**src/rtl/rfc_consts.vh**
```
// Constants for the ring format and counter command engine
`ifndef RFC_CONSTS_VH
`define RFC_CONSTS_VH
`define RFC_OP_RING_RD   8'h08
`define RFC_OP_RING_WR   8'h09
`define RFC_OP_CTR_RD    8'h0A
`define RFC_OP_CTR_CLR   8'h0B
`define RFC_RING_WORDS   6'h06
`define RFC_CTR_MAX      6'h37
`define RFC_IDX_OPCODE   2'h0
`define RFC_IDX_BASE_LO  2'h1
`define RFC_IDX_BASE_HI  2'h2
`define RFC_IDX_COUNTER_LIST_WORDS   2'h3
`define RFC_REG_BASE_LO  2'h0
`define RFC_REG_BASE_HI  2'h1
`define RFC_REG_CTRL     2'h2
`define RFC_SEC_NS       1000000000
`define RFC_CLK_NS       5
`define RFC_SEC_CYCLES   (`RFC_SEC_NS / `RFC_CLK_NS)
`define RFC_W_LEN        6'h00
`define RFC_W_SECS       6'h01
`define RFC_W_RXF_LO     6'h02
`define RFC_W_RXF_HI     6'h03
`define RFC_W_RXM_LO     6'h04
`define RFC_W_RXM_HI     6'h05
`define RFC_W_TX2_LO     6'h14
`define RFC_W_TX2_HI     6'h15
`define RFC_W_DEF_LO     6'h16
`define RFC_W_DEF_HI     6'h17
`define RFC_W_TXB_LO     6'h18
`define RFC_W_TXB_HI     6'h19
`define RFC_W_TXM_LO     6'h1A
`define RFC_W_TXM_HI     6'h1B
`define RFC_W_ABMAP      6'h1C
`define RFC_W_ABCNT      6'h1D
`define RFC_W_COLL       6'h1E
`define RFC_W_DRV        6'h20
`define RFC_W_BABL       6'h21
`endif

```
**src/rtl/rfc_cmd_engine.v**
```verilog
// Ring format and statistics counter command engine
//
// Behaviour
// - Word 0 low byte is opcode, high byte zero; 10 reads, 11 loads ring.
// - Opcode 11 fetches ring parameters from host and adopts them.
// - Opcode 10 writes held ring parameters to host in load layout.
// - Data block base: bits 15:1 from word 1, bits 17:16 from word 2.
// - Word 2 upper byte ignored; host keeps bits 7:2 zero.
// - Block words 0,2,4: tx base, entry size and base high, count.
// - Block words 6,10,12 octal: receive base, size and high, count.
// - Opcode 12 dumps counters; opcode 13 dumps then clears them.
// - Clearing happens only after the last word reached host memory.
// - Device never writes the command block.
// - Word 3 bits 15:1 give list length, capped at 55; prefix only.
// - Counters are unsigned and stick at all ones.
// - List word 0 is block length, word 1 seconds since cleared.
// - Octal 4/6 hold 32-bit good receive frames, low half first.
// - Octal 10/12 hold 32-bit good multicast receive frames.
// - List holds 32-bit two-attempt and deferred transmit frame counts.
// - Octal 60/62 transmit bytes, 64/66 multicast transmit bytes.
// - Octal 70 abort cause bitmap, 72 aborted transmit frames.
// - Octal 74 collision check, 100 driver errors, 102 babble.
`timescale 1ns/1ps
`include "rfc_consts.vh"

module rfc_sat_ctr #(
   parameter W  = 32,
   parameter IW = 1
) (
   input  wire          ref_clk,
   input  wire          rst,
   input  wire          clr,
   input  wire [IW-1:0] inc,
   output reg  [W-1:0]  q
);
   // A clear still keeps an event of the same cycle
   wire [W-1:0] base = clr ? {W{1'b0}} : q;
   wire [W:0]   sum  = {1'b0, base} + {{(W+1-IW){1'b0}}, inc};
   always @(posedge ref_clk or posedge rst) begin
      if (rst)
         q <= {W{1'b0}};
      else
         q <= sum[W] ? {W{1'b1}} : sum[W-1:0];
   end
endmodule // rfc_sat_ctr

module rfc_cmd_engine #(
   parameter SEC_CYCLES = `RFC_SEC_CYCLES
) (
   input  wire        ref_clk,
   input  wire        rst,
   input  wire [1:0]  regAddr,
   input  wire [15:0] regWdata,
   input  wire        regWe,
   input  wire        regRe,
   output reg  [15:0] regRdata,
   output reg         memReq,
   output reg         memWe,
   output reg  [17:0] memAddr,
   output reg  [15:0] memWdata,
   input  wire [15:0] memRdata,
   input  wire        memAck,
   output reg         cmdDone,
   output wire [17:0] txRingBase,
   output reg  [7:0]  txEntryWords,
   output reg  [15:0] txEntryCount,
   output wire [17:0] rxRingBase,
   output reg  [7:0]  rxEntryWords,
   output reg  [15:0] rxEntryCount,
   input  wire        evRxFrame,
   input  wire        evRxMcast,
   input  wire        evTx2Att,
   input  wire        evTxDefer,
   input  wire        evTxBytes,
   input  wire        evTxMcBytes,
   input  wire [15:0] txByteCount,
   input  wire        evTxAbort,
   input  wire [5:0]  txAbortCause,
   input  wire        evCollFail,
   input  wire        evDrvErr,
   input  wire        evBabble
);
   localparam S_IDLE  = 3'h0;
   localparam S_CMD   = 3'h1;
   localparam S_SETUP = 3'h2;
   localparam S_XFER  = 3'h3;
   localparam S_CLEAR = 3'h4;
   localparam S_DONE  = 3'h5;

   reg  [2:0]  state_reg;
   reg  [1:0]  cmdIdx_reg;
   reg  [5:0]  idx_reg;
   reg  [5:0]  len_reg;
   reg  [15:0] cmdBaseLo_reg;
   reg  [1:0]  cmdBaseHi_reg;
   reg  [7:0]  opcode_reg;
   reg  [15:0] baseLo_reg;
   reg  [1:0]  baseHi_reg;
   reg  [14:0] counter_list_words_reg;
   reg         err_reg;
   reg  [16:0] txBase_reg;
   reg  [16:0] rxBase_reg;
   reg  [5:0]  abortMap_reg;
   reg  [31:0] secDiv_reg;
   reg  [15:0] listWord;
   reg  [5:0]  lenCalc;

   wire        isRing  = opcode_reg == `RFC_OP_RING_RD ||
                         opcode_reg == `RFC_OP_RING_WR;
   wire        isCtr   = opcode_reg == `RFC_OP_CTR_RD ||
                         opcode_reg == `RFC_OP_CTR_CLR;
   wire        ctrClr  = state_reg == S_CLEAR;
   wire        secTick = secDiv_reg == SEC_CYCLES - 1;
   wire        badCmd  = state_reg == S_CMD && memAck &&
                         cmdIdx_reg == `RFC_IDX_OPCODE &&
                         (memRdata[15:8] != 8'h00 ||
                          memRdata[7:0] < `RFC_OP_RING_RD ||
                          memRdata[7:0] > `RFC_OP_CTR_CLR);
   wire        lastXfer = idx_reg == len_reg - 6'h01;
   wire [5:0]  wordIdx  = (state_reg == S_SETUP) ? 6'h00 :
                          idx_reg + 6'h01;
   wire [17:0] dbBase   = {baseHi_reg, baseLo_reg[15:1], 1'b0};
   wire [15:0] secs, abortCnt, collCnt, drvCnt, babCnt;
   wire [31:0] rxFrm, rxMc, tx2, txDef, txByt, txMcByt;

   assign txRingBase = {txBase_reg, 1'b0};
   assign rxRingBase = {rxBase_reg, 1'b0};

   // Seconds prescaler restarts with every clear of the counters
   always @(posedge ref_clk or posedge rst) begin
      if (rst)
         secDiv_reg <= 32'h00000000;
      else if (ctrClr || secTick)
         secDiv_reg <= 32'h00000000;
      else
         secDiv_reg <= secDiv_reg + 32'h00000001;
   end

   rfc_sat_ctr #(.W(16), .IW(1)) uSecs (.ref_clk(ref_clk), .rst(rst),
      .clr(ctrClr), .inc(secTick), .q(secs));
   rfc_sat_ctr #(.W(32), .IW(1)) uRxFrm (.ref_clk(ref_clk), .rst(rst),
      .clr(ctrClr), .inc(evRxFrame), .q(rxFrm));
   rfc_sat_ctr #(.W(32), .IW(1)) uRxMc (.ref_clk(ref_clk), .rst(rst),
      .clr(ctrClr), .inc(evRxMcast), .q(rxMc));
   rfc_sat_ctr #(.W(32), .IW(1)) uTx2 (.ref_clk(ref_clk), .rst(rst),
      .clr(ctrClr), .inc(evTx2Att), .q(tx2));
   rfc_sat_ctr #(.W(32), .IW(1)) uTxDef (.ref_clk(ref_clk), .rst(rst),
      .clr(ctrClr), .inc(evTxDefer), .q(txDef));
   rfc_sat_ctr #(.W(32), .IW(16)) uTxByt (.ref_clk(ref_clk), .rst(rst),
      .clr(ctrClr), .inc(evTxBytes ? txByteCount : 16'h0000),
      .q(txByt));
   rfc_sat_ctr #(.W(32), .IW(16)) uTxMc (.ref_clk(ref_clk), .rst(rst),
      .clr(ctrClr), .inc(evTxMcBytes ? txByteCount : 16'h0000),
      .q(txMcByt));
   rfc_sat_ctr #(.W(16), .IW(1)) uAbort (.ref_clk(ref_clk), .rst(rst),
      .clr(ctrClr), .inc(evTxAbort), .q(abortCnt));
   rfc_sat_ctr #(.W(16), .IW(1)) uColl (.ref_clk(ref_clk), .rst(rst),
      .clr(ctrClr), .inc(evCollFail), .q(collCnt));
   // A rejected command block also counts as a driver error
   rfc_sat_ctr #(.W(16), .IW(1)) uDrv (.ref_clk(ref_clk), .rst(rst),
      .clr(ctrClr), .inc(evDrvErr | badCmd), .q(drvCnt));
   rfc_sat_ctr #(.W(16), .IW(1)) uBab (.ref_clk(ref_clk), .rst(rst),
      .clr(ctrClr), .inc(evBabble), .q(babCnt));

   always @(posedge ref_clk or posedge rst) begin
      if (rst)
         abortMap_reg <= 6'h00;
      else if (ctrClr)
         abortMap_reg <= evTxAbort ? txAbortCause : 6'h00;
      else if (evTxAbort)
         abortMap_reg <= abortMap_reg | txAbortCause;
   end

   // Outgoing block word, ring layout or counter list
   always @* begin
      listWord = 16'h0000;
      if (isRing) begin
         case (wordIdx)
            6'h00: listWord = {txBase_reg[14:0], 1'b0};
            6'h01: listWord = {txEntryWords, 6'h00, txBase_reg[16:15]};
            6'h02: listWord = txEntryCount;
            6'h03: listWord = {rxBase_reg[14:0], 1'b0};
            6'h04: listWord = {rxEntryWords, 6'h00, rxBase_reg[16:15]};
            6'h05: listWord = rxEntryCount;
            default: listWord = 16'h0000;
         endcase
      end else begin
         case (wordIdx)
            `RFC_W_LEN:    listWord = {10'h000, lenCalc};
            `RFC_W_SECS:   listWord = secs;
            `RFC_W_RXF_LO: listWord = rxFrm[15:0];
            `RFC_W_RXF_HI: listWord = rxFrm[31:16];
            `RFC_W_RXM_LO: listWord = rxMc[15:0];
            `RFC_W_RXM_HI: listWord = rxMc[31:16];
            `RFC_W_TX2_LO: listWord = tx2[15:0];
            `RFC_W_TX2_HI: listWord = tx2[31:16];
            `RFC_W_DEF_LO: listWord = txDef[15:0];
            `RFC_W_DEF_HI: listWord = txDef[31:16];
            `RFC_W_TXB_LO: listWord = txByt[15:0];
            `RFC_W_TXB_HI: listWord = txByt[31:16];
            `RFC_W_TXM_LO: listWord = txMcByt[15:0];
            `RFC_W_TXM_HI: listWord = txMcByt[31:16];
            `RFC_W_ABMAP:  listWord = {10'h000, abortMap_reg};
            `RFC_W_ABCNT:  listWord = abortCnt;
            `RFC_W_COLL:   listWord = collCnt;
            `RFC_W_DRV:    listWord = drvCnt;
            `RFC_W_BABL:   listWord = babCnt;
            default:       listWord = 16'h0000;
         endcase
      end
   end

   // Counter list length, capped so a long request still ends at 55
   always @* begin
      if (isRing)
         lenCalc = `RFC_RING_WORDS;
      else if (counter_list_words_reg > {9'h000, `RFC_CTR_MAX})
         lenCalc = `RFC_CTR_MAX;
      else
         lenCalc = counter_list_words_reg[5:0];
   end

   // Register port
   always @(posedge ref_clk or posedge rst) begin
      if (rst) begin
         regRdata      <= 16'h0000;
         cmdBaseLo_reg <= 16'h0000;
         cmdBaseHi_reg <= 2'h0;
      end else begin
         if (regWe && regAddr == `RFC_REG_BASE_LO)
            cmdBaseLo_reg <= {regWdata[15:1], 1'b0};
         if (regWe && regAddr == `RFC_REG_BASE_HI)
            cmdBaseHi_reg <= regWdata[1:0];
         regRdata <= 16'h0000;
         if (regRe) begin
            case (regAddr)
               `RFC_REG_BASE_LO: regRdata <= cmdBaseLo_reg;
               `RFC_REG_BASE_HI: regRdata <= {14'h0000, cmdBaseHi_reg};
               `RFC_REG_CTRL:    regRdata <= {opcode_reg, 6'h00, err_reg,
                                             state_reg != S_IDLE};
               default:          regRdata <= 16'h0000;
            endcase
         end
      end
   end

   // Command sequencer
   always @(posedge ref_clk or posedge rst) begin
      if (rst) begin
         state_reg    <= S_IDLE;
         cmdIdx_reg   <= 2'h0;
         idx_reg      <= 6'h00;
         len_reg      <= 6'h00;
         opcode_reg   <= 8'h00;
         baseLo_reg   <= 16'h0000;
         baseHi_reg   <= 2'h0;
         counter_list_words_reg   <= 15'h0000;
         err_reg      <= 1'b0;
         memReq       <= 1'b0;
         memWe        <= 1'b0;
         memAddr      <= 18'h00000;
         memWdata     <= 16'h0000;
         cmdDone      <= 1'b0;
         txBase_reg   <= 17'h00000;
         txEntryWords <= 8'h00;
         txEntryCount <= 16'h0000;
         rxBase_reg   <= 17'h00000;
         rxEntryWords <= 8'h00;
         rxEntryCount <= 16'h0000;
      end else begin
         cmdDone <= 1'b0;
         case (state_reg)
            S_IDLE: begin
               if (regWe && regAddr == `RFC_REG_CTRL && regWdata[0]) begin
                  err_reg    <= 1'b0;
                  counter_list_words_reg <= 15'h0000;
                  cmdIdx_reg <= `RFC_IDX_OPCODE;
                  memReq     <= 1'b1;
                  memWe      <= 1'b0;
                  memAddr    <= {cmdBaseHi_reg, cmdBaseLo_reg};
                  state_reg  <= S_CMD;
               end
            end
            S_CMD: begin
               if (memAck) begin
                  cmdIdx_reg <= cmdIdx_reg + 2'h1;
                  memAddr    <= memAddr + 18'h00002;
                  case (cmdIdx_reg)
                     `RFC_IDX_OPCODE: begin
                        opcode_reg <= memRdata[7:0];
                        if (badCmd) begin
                           err_reg   <= 1'b1;
                           memReq    <= 1'b0;
                           state_reg <= S_DONE;
                        end
                     end
                     `RFC_IDX_BASE_LO: baseLo_reg <= memRdata;
                     `RFC_IDX_BASE_HI: begin
                        baseHi_reg <= memRdata[1:0];
                        if (!isCtr) begin
                           memReq    <= 1'b0;
                           state_reg <= S_SETUP;
                        end
                     end
                     default: begin
                        counter_list_words_reg <= memRdata[15:1];
                        memReq     <= 1'b0;
                        state_reg  <= S_SETUP;
                     end
                  endcase
               end
            end
            S_SETUP: begin
               idx_reg  <= 6'h00;
               len_reg  <= lenCalc;
               memAddr  <= dbBase;
               memWdata <= listWord;
               memWe    <= opcode_reg != `RFC_OP_RING_WR;
               memReq   <= lenCalc != 6'h00;
               if (lenCalc == 6'h00)
                  state_reg <= (opcode_reg == `RFC_OP_CTR_CLR) ?
                               S_CLEAR : S_DONE;
               else
                  state_reg <= S_XFER;
            end
            S_XFER: begin
               if (memAck) begin
                  if (opcode_reg == `RFC_OP_RING_WR) begin
                     case (idx_reg)
                        6'h00: txBase_reg[14:0] <= memRdata[15:1];
                        6'h01: begin
                           txEntryWords      <= memRdata[15:8];
                           txBase_reg[16:15] <= memRdata[1:0];
                        end
                        6'h02: txEntryCount <= memRdata;
                        6'h03: rxBase_reg[14:0] <= memRdata[15:1];
                        6'h04: begin
                           rxEntryWords      <= memRdata[15:8];
                           rxBase_reg[16:15] <= memRdata[1:0];
                        end
                        6'h05: rxEntryCount <= memRdata;
                        default: rxEntryCount <= rxEntryCount;
                     endcase
                  end
                  if (lastXfer) begin
                     memReq    <= 1'b0;
                     memWe     <= 1'b0;
                     state_reg <= (opcode_reg == `RFC_OP_CTR_CLR) ?
                                  S_CLEAR : S_DONE;
                  end else begin
                     idx_reg  <= idx_reg + 6'h01;
                     memAddr  <= memAddr + 18'h00002;
                     memWdata <= listWord;
                  end
               end
            end
            S_CLEAR: state_reg <= S_DONE;
            S_DONE: begin
               cmdDone   <= 1'b1;
               state_reg <= S_IDLE;
            end
            default: state_reg <= S_IDLE;
         endcase
      end
   end
endmodule // rfc_cmd_engine

```
**config.mk**
```make
export PLATFORM = sky130hd
export DESIGN_NAME = rfc_cmd_engine
export DESIGN_NICKNAME = d
export VERILOG_FILES = /design/src/rtl/rfc_cmd_engine.v
export VERILOG_INCLUDE_DIRS = /design/src /design/src/rtl
export SDC_FILE = /design/constraint.sdc
export NUM_CORES = 1
export LEC_CHECK = 0
export BUFFER_PORTS_ARGS = -buffer_cell sky130_fd_sc_hd__buf_2
export CAP_MARGIN = 20
export CORE_ASPECT_RATIO = 1.5
export CORE_UTILIZATION = 45
export CTS_CLUSTER_DIAMETER = 40
export DETAILED_ROUTE_END_ITERATION = 16
export SETUP_SLACK_MARGIN = 0.15
export SLEW_MARGIN = 20
export SYNTH_ARGS = -nofsm -noshare
export SYNTH_HDL_FRONTEND = slang
export SYNTH_HIERARCHICAL = 1
export SYNTH_SLANG_ARGS = --single-unit
export TNS_END_PERCENT = 5
```
**constraint.sdc**
```tcl
create_clock -name ref_clk -period 13.4 [get_ports ref_clk]
set_clock_uncertainty 0.05 [all_clocks]
set_input_delay 1.34 -clock ref_clk [delete_from_list [all_inputs] [get_ports ref_clk]]
set_output_delay 1.34 -clock ref_clk [all_outputs]
set_load 0.005 [all_outputs]
```
# ---- After elaboration in Yosys (flattened, before gate mapping)
# Index checks and enable logic that the tools add are counted.
dict set report word_totals {
  mem_bits_ro 0
  latch_bits 0
  ram_bits 0
  ff_bits 521
  word_cells 232
  output_inout_bits 137
  n_memories 0
}
dict set report op_classes {
  multipliers 0
  muxes 79
  n_reduce_logical 44
  n_eq_ne 50
  div 0
  order_cmp 3
  n_bitwise 2
  add_sub_neg 16
  shift 0
}
# op count
set op_table {}
lappend op_table {{32-bit 2-to-1 mux} 13}
lappend op_table {{16-bit one-hot mux with 19 select lines} 1}
lappend op_table {{16-bit 2-to-1 mux} 16}
lappend op_table {{32-bit by 1-bit adder with 33-bit output} 4}
lappend op_table {{16-bit one-hot mux with 6 select lines} 1}
lappend op_table {{16-bit by 1-bit adder with 17-bit output} 5}
lappend op_table {{18-bit 2-to-1 mux} 4}
lappend op_table {{18-bit one-hot mux with 4 select lines} 1}
lappend op_table {{32-bit by 16-bit adder with 33-bit output} 2}
lappend op_table {{6-bit by 5-bit equality test with 1-bit output, second input constant} 11}
lappend op_table {{6-bit 2-to-1 mux} 8}
lappend op_table {{16-bit one-hot mux with 3 select lines} 1}
lappend op_table {{15-bit 2-to-1 mux} 3}
lappend op_table {{32-bit by 1-bit adder with 32-bit output, second input constant} 1}
lappend op_table {{32-bit by 28-bit equality test with 1-bit output, second input constant} 1}
lappend op_table {{8-bit by 4-bit equality test with 1-bit output, second input constant} 4}
lappend op_table {{16-bit one-hot mux with 2 select lines} 1}
lappend op_table {{4-bit AND reduction} 8}
lappend op_table {{15-bit one-hot mux with 2 select lines} 1}
lappend op_table {{6-bit by 2-bit equality test with 1-bit output, second input constant} 4}
lappend op_table {{6-bit by 3-bit equality test with 1-bit output, second input constant} 4}
lappend op_table {{3-bit 2-to-1 mux} 7}
lappend op_table {{18-bit by 2-bit adder with 18-bit output, second input constant} 1}
lappend op_table {{6-bit zero test} 3}
lappend op_table {{other kinds (43)} 89}

# ---- Longest topological paths before layout
dict set report logic_depth {
  depth_word 8
  depth_mapped 15
  ltp_nobuf 12
}

# ---- Hierarchy
# The synthesis kept the hierarchy.
# module seq_area_each_um2 area_per_inst_um2 n_inst cells_per_inst
set modules_own_cells {}
lappend modules_own_cells {rfc_cmd_engine 6180.9 14297.5 1 1413}
lappend modules_own_cells {{rfc_sat_ctr (uRxFrm ...)} 800.8 1757.9 4 188}
lappend modules_own_cells {{rfc_sat_ctr (uAbort ...)} 400.4 872.1 5 88}
lappend modules_own_cells {{rfc_sat_ctr (uTxMc)} 800.8 2342.2 1 260}
lappend modules_own_cells {{rfc_sat_ctr (uTxByt)} 800.8 2274.7 1 256}

# ---- Worst setup path after synthesis
# Ideal clock, no wire load.
dict set report synth_path {
  path_kind {reg-to-reg}
  from {register state_reg[0]}
  to {register uTxByt.q[31]}
  required_ps 13219
  n_path_buf 3
  arrival_ps 4507
  path_slack_ps 8712
  period_less_slack_ps 4688
  stages_incl_launch_ff 15
  cell_sequence {dfrtp_1 > clkbuf_1 > nor2_1 > nand2_1 > inv_1 > buf_2 > clkbuf_1 > nor2b_1 > ha_1 > fa_1 > a21o_1 > a221oi_2 > a2111o_1 > a211oi_1 > or3_1}
}
dict set report synth_between {
  elab_chain_cells 4
}
# item line
set synth_rtl {}
lappend synth_rtl {{start, declared} rfc_cmd_engine.v:90} ;# reg [2:0] state_reg;
lappend synth_rtl {{start signal, assigned} rfc_cmd_engine.v:321} ;# state_reg <= (opcode_reg == `RFC_OP_CTR_CLR) ?
lappend synth_rtl {{start signal, assigned} rfc_cmd_engine.v:348} ;# state_reg <= (opcode_reg == `RFC_OP_CTR_CLR) ?
lappend synth_rtl {{3-bit equality test} rfc_cmd_engine.v:112} ;# wire ctrClr = state_reg == S_CLEAR;
lappend synth_rtl {{net ctrClr} rfc_cmd_engine.v:112}
lappend synth_rtl {{32-bit 2-to-1 mux} rfc_cmd_engine.v:37} ;# wire [W-1:0] base = clr ? {W{1'b0}} : q;
lappend synth_rtl {{32-bit by 16-bit adder with 33-bit output} rfc_cmd_engine.v:38} ;# wire [W:0] sum = {1'b0, base} + {{(W+1-IW){1'b0}}, inc};
lappend synth_rtl {{32-bit 2-to-1 mux} rfc_cmd_engine.v:43} ;# q <= sum[W] ? {W{1'b1}} : sum[W-1:0];
lappend synth_rtl {{end signal, assigned} rfc_cmd_engine.v:41} ;# q <= {W{1'b0}};
lappend synth_rtl {{end signal, assigned} rfc_cmd_engine.v:43}
lappend synth_rtl {{end, declared} rfc_cmd_engine.v:34} ;# output reg [W-1:0] q
# The timed path passes the listed nets, and every way through them passes these cells.
# A chain may end at the register's enable or synchronous reset.

# ---- Worst setup path after layout
dict set report layout_path {
  from {register state_reg[0]}
  to {register uTxByt.q[23]}
}
# The elaborated chain is that of the path after synthesis.

==> impl_metrics.yaml <==
outcome:
  status: "completed"
yosys:
  async_flop_share: 1.00
  seq_area_frac_synth: 0.429
  ys_warn_count: 6
  synthXorXnorAreaFrac: 0.0670
  synth_top_family_by_area: "simple AND/OR/NAND/NOR gates"
  synth_edf_count: 0
  ys_ff_latch: 519
  synthAdderAreaFrac: 0.0265
  yosysUniqueCellTypes: 105
  syn_inst: 3121
  synth.area.top_cells: "dfrtp_1 (43%), xnor2_1 (4.0%), nand2_1 (3.9%)"
  syn_area_um2: 30300
  syn_area_per_cell_um2: 9.71
  synth-compound-area-share: 0.154
  synth_top_area_frac: 0.429
  synthSimpleGateAreaFrac: 0.221
  synthMuxAreaShare: 0.0718
  yosys.area.top_type: "dfrtp_1"
  synth_top_flop_cell: "dfrtp_1"
final_layout:
  n_antenna_cell: 0
  final_common_cell: "dfrtp_1"
  synthToLayoutAreaGrowth_pct: 13.9
  ff_latch_area_um2: 13000
  final_cell_mix: "dfrtp_1 (518), nand2_1 (311), o21ai_0 (211)"
  layoutNonFillerInstCount: 4242
  fin_area_um2: 34500
  multi_input_area_um2: 16400
  drive_gt1_frac: 0.175
  final_core_util: 0.518
  n_fill_cell: 6171
  nets: 3436
clock_tree:
  cts_tree: "built"
  cts.clk_slew.worst_paths_ns: 0.06
  clock-sinks: 519
  htreeDepth: 3
  clockRootBuffer: "clkbuf_16"
  clk_path_buf_depth: 3
  cts_setup_buffers: 0
  cts-resized-gates: 0
  cts_made_buffers: 69
  clk-insertion-delay-late_ns: 0.63
  hold_buffers: 0
placed_design:
  gp_congestion: 1.00
  dp_slack_ns: 7.68
  placed_area_um2: 32100
  dp_cells: 4115
  dp_hpwl_um: 78600
  io_buffers: 204
worst_setup_path:
  crit_path_end_kind: "flip-flop"
  arrival_ns: 6.32
  crit_fanout: 89
  worstPathRequired_ns: 13.85
  worst_setup_path_start_kind: "flip-flop"
  criticalPathCategory: "flip-flop to flip-flop"
timing:
  worstMarginPinSlew_ns: 1.20
  worst_hold_slack_ns: 0.428
  drv_slew: 0
  min_period_ns: 5.87
  fin_crit_sh: 0.438
  setup_viol: 0
  max_freq_ghz: 0.170
  rsz0062_at_grt: "no"
  hold_violations: 0
  worst_slack_ns: 7.53
  tns_ns: 0
  relSlewSlack: 0.197
grt:
  grt_pass1_vias: 26400
  antenna_found_initial: 1
  track_usage: 0.311
  grt_overflow: 0
  grt_pass1_wl_um: 161000
  grt_max_degree: 119
detailed_routing:
  drt_first_iter_violations: 2312
  drc: 0
  totalWireLength_um: 106000
  route.vias.total: 26300
  vias_per_cell: 6.20
  antenna_left: 0
  routedWlPerCell_um: 24.9
  dr.pass1.iters: 6
floorplan:
  dieHeight_um: 320
  die-area_um2: 68400
  ios: 208
  die_w_um: 214
  floorplan.initialDensity: 0.455
  fp.coreArea_um2: 66600
  rows: 116
power_and_ir_drop:
  power.total_mw: 6.33
  power.density_nw_per_um2: 183
  leakage_nw: 15.2
  irDropWorstVdd_uv: 125
run:
  drv_cap: 0
min_path:
  hp-class: "flip-flop to flip-flop"
-- power breakdown --
part / internal (mW) / switching [mW] / total (mW) / leakage (nW)
Combinational: 0.774 / 1.26 / 2.03 / 7.20
Clock: 1.16 / 0.768 / 1.93 / 1.15
Sequential: 1.90 / 0.467 / 2.37 / 6.86
-- cell type report --
class / instances / share of cell area
multi-input cells: 2401 / 0.476
well taps: 885 / 0.0321
inverters: 68 / 0.00776
clock buffers: 91 / 0.0565
repair buffers: 243 / 0.0381
clock inverters: 35 / 0.0132
flip-flops and latches: 519 / 0.376
-- cells by family after synthesis --
logic type	Yosys count
AND/OR/NAND/NOR	1229
multiplexers	187
buffers and inverters	203
flip-flops	519
other	1
adder cells (fa/ha/maj)	63
XOR/XNOR	232
AO/OA/AOI/OAI	687
-- critical path: stages, from the launching register on --
cell and delay [ns]:
dfrtp_1 0.66, nor2_1 0.30, nand2_1 0.38, inv_6 0.61
buf_4 0.71, nor2b_1 0.11, ha_1 0.25, fa_1 0.41
a21o_1 0.23, a221oi_2 0.40, a2111o_1 0.38, a211o_1 0.73
and4_4 0.36, nor3_2 0.04
-- layer usage --
layer / vias up / global-route usage / routed length [um]
li1: 11854 / - / -
met1: 13195 / 0.359 / 39900
met2: 973 / 0.533 / 52700
met3: 276 / 0.0409 / 5690
met4: 2 / 0.207 / 7500
met5: - / 0 / 10
-- Yosys cell counts (68+ instances only) --
master,number
nand4_1,79
a21oi_1,87
mux2_2,103
xnor2_1,139
nand2_1,311
o21ai_0,212
dfrtp_1,519
nor3_1,107
clkbuf_1,72
xor2_1,93
nand3_1,127
inv_1,68
nor2b_1,75
nor2_1,179
-- final timing paths --
path	endpoint	slack (ns)	startpoint	depth (start not counted)
max	uTxByt/q[23]$_DFF_PP0_	7.53	state_reg[0]$_DFFE_PP0P_	13
min	err_reg$_DFFE_PP0P_	0.43	err_reg$_DFFE_PP0P_	2
max reg2reg	uTxByt/q[23]$_DFF_PP0_	7.53	state_reg[0]$_DFFE_PP0P_	13
min reg2reg	err_reg$_DFFE_PP0P_	0.43	err_reg$_DFFE_PP0P_	2
max in group asynchronous	memWdata[7]$_DFFE_PP0P_	9.95	rst	4
min in group asynchronous	secDiv_reg[0]$_DFF_PP0_	1.04	rst	2
Note: power is estimated with default switching activity, not from simulation.
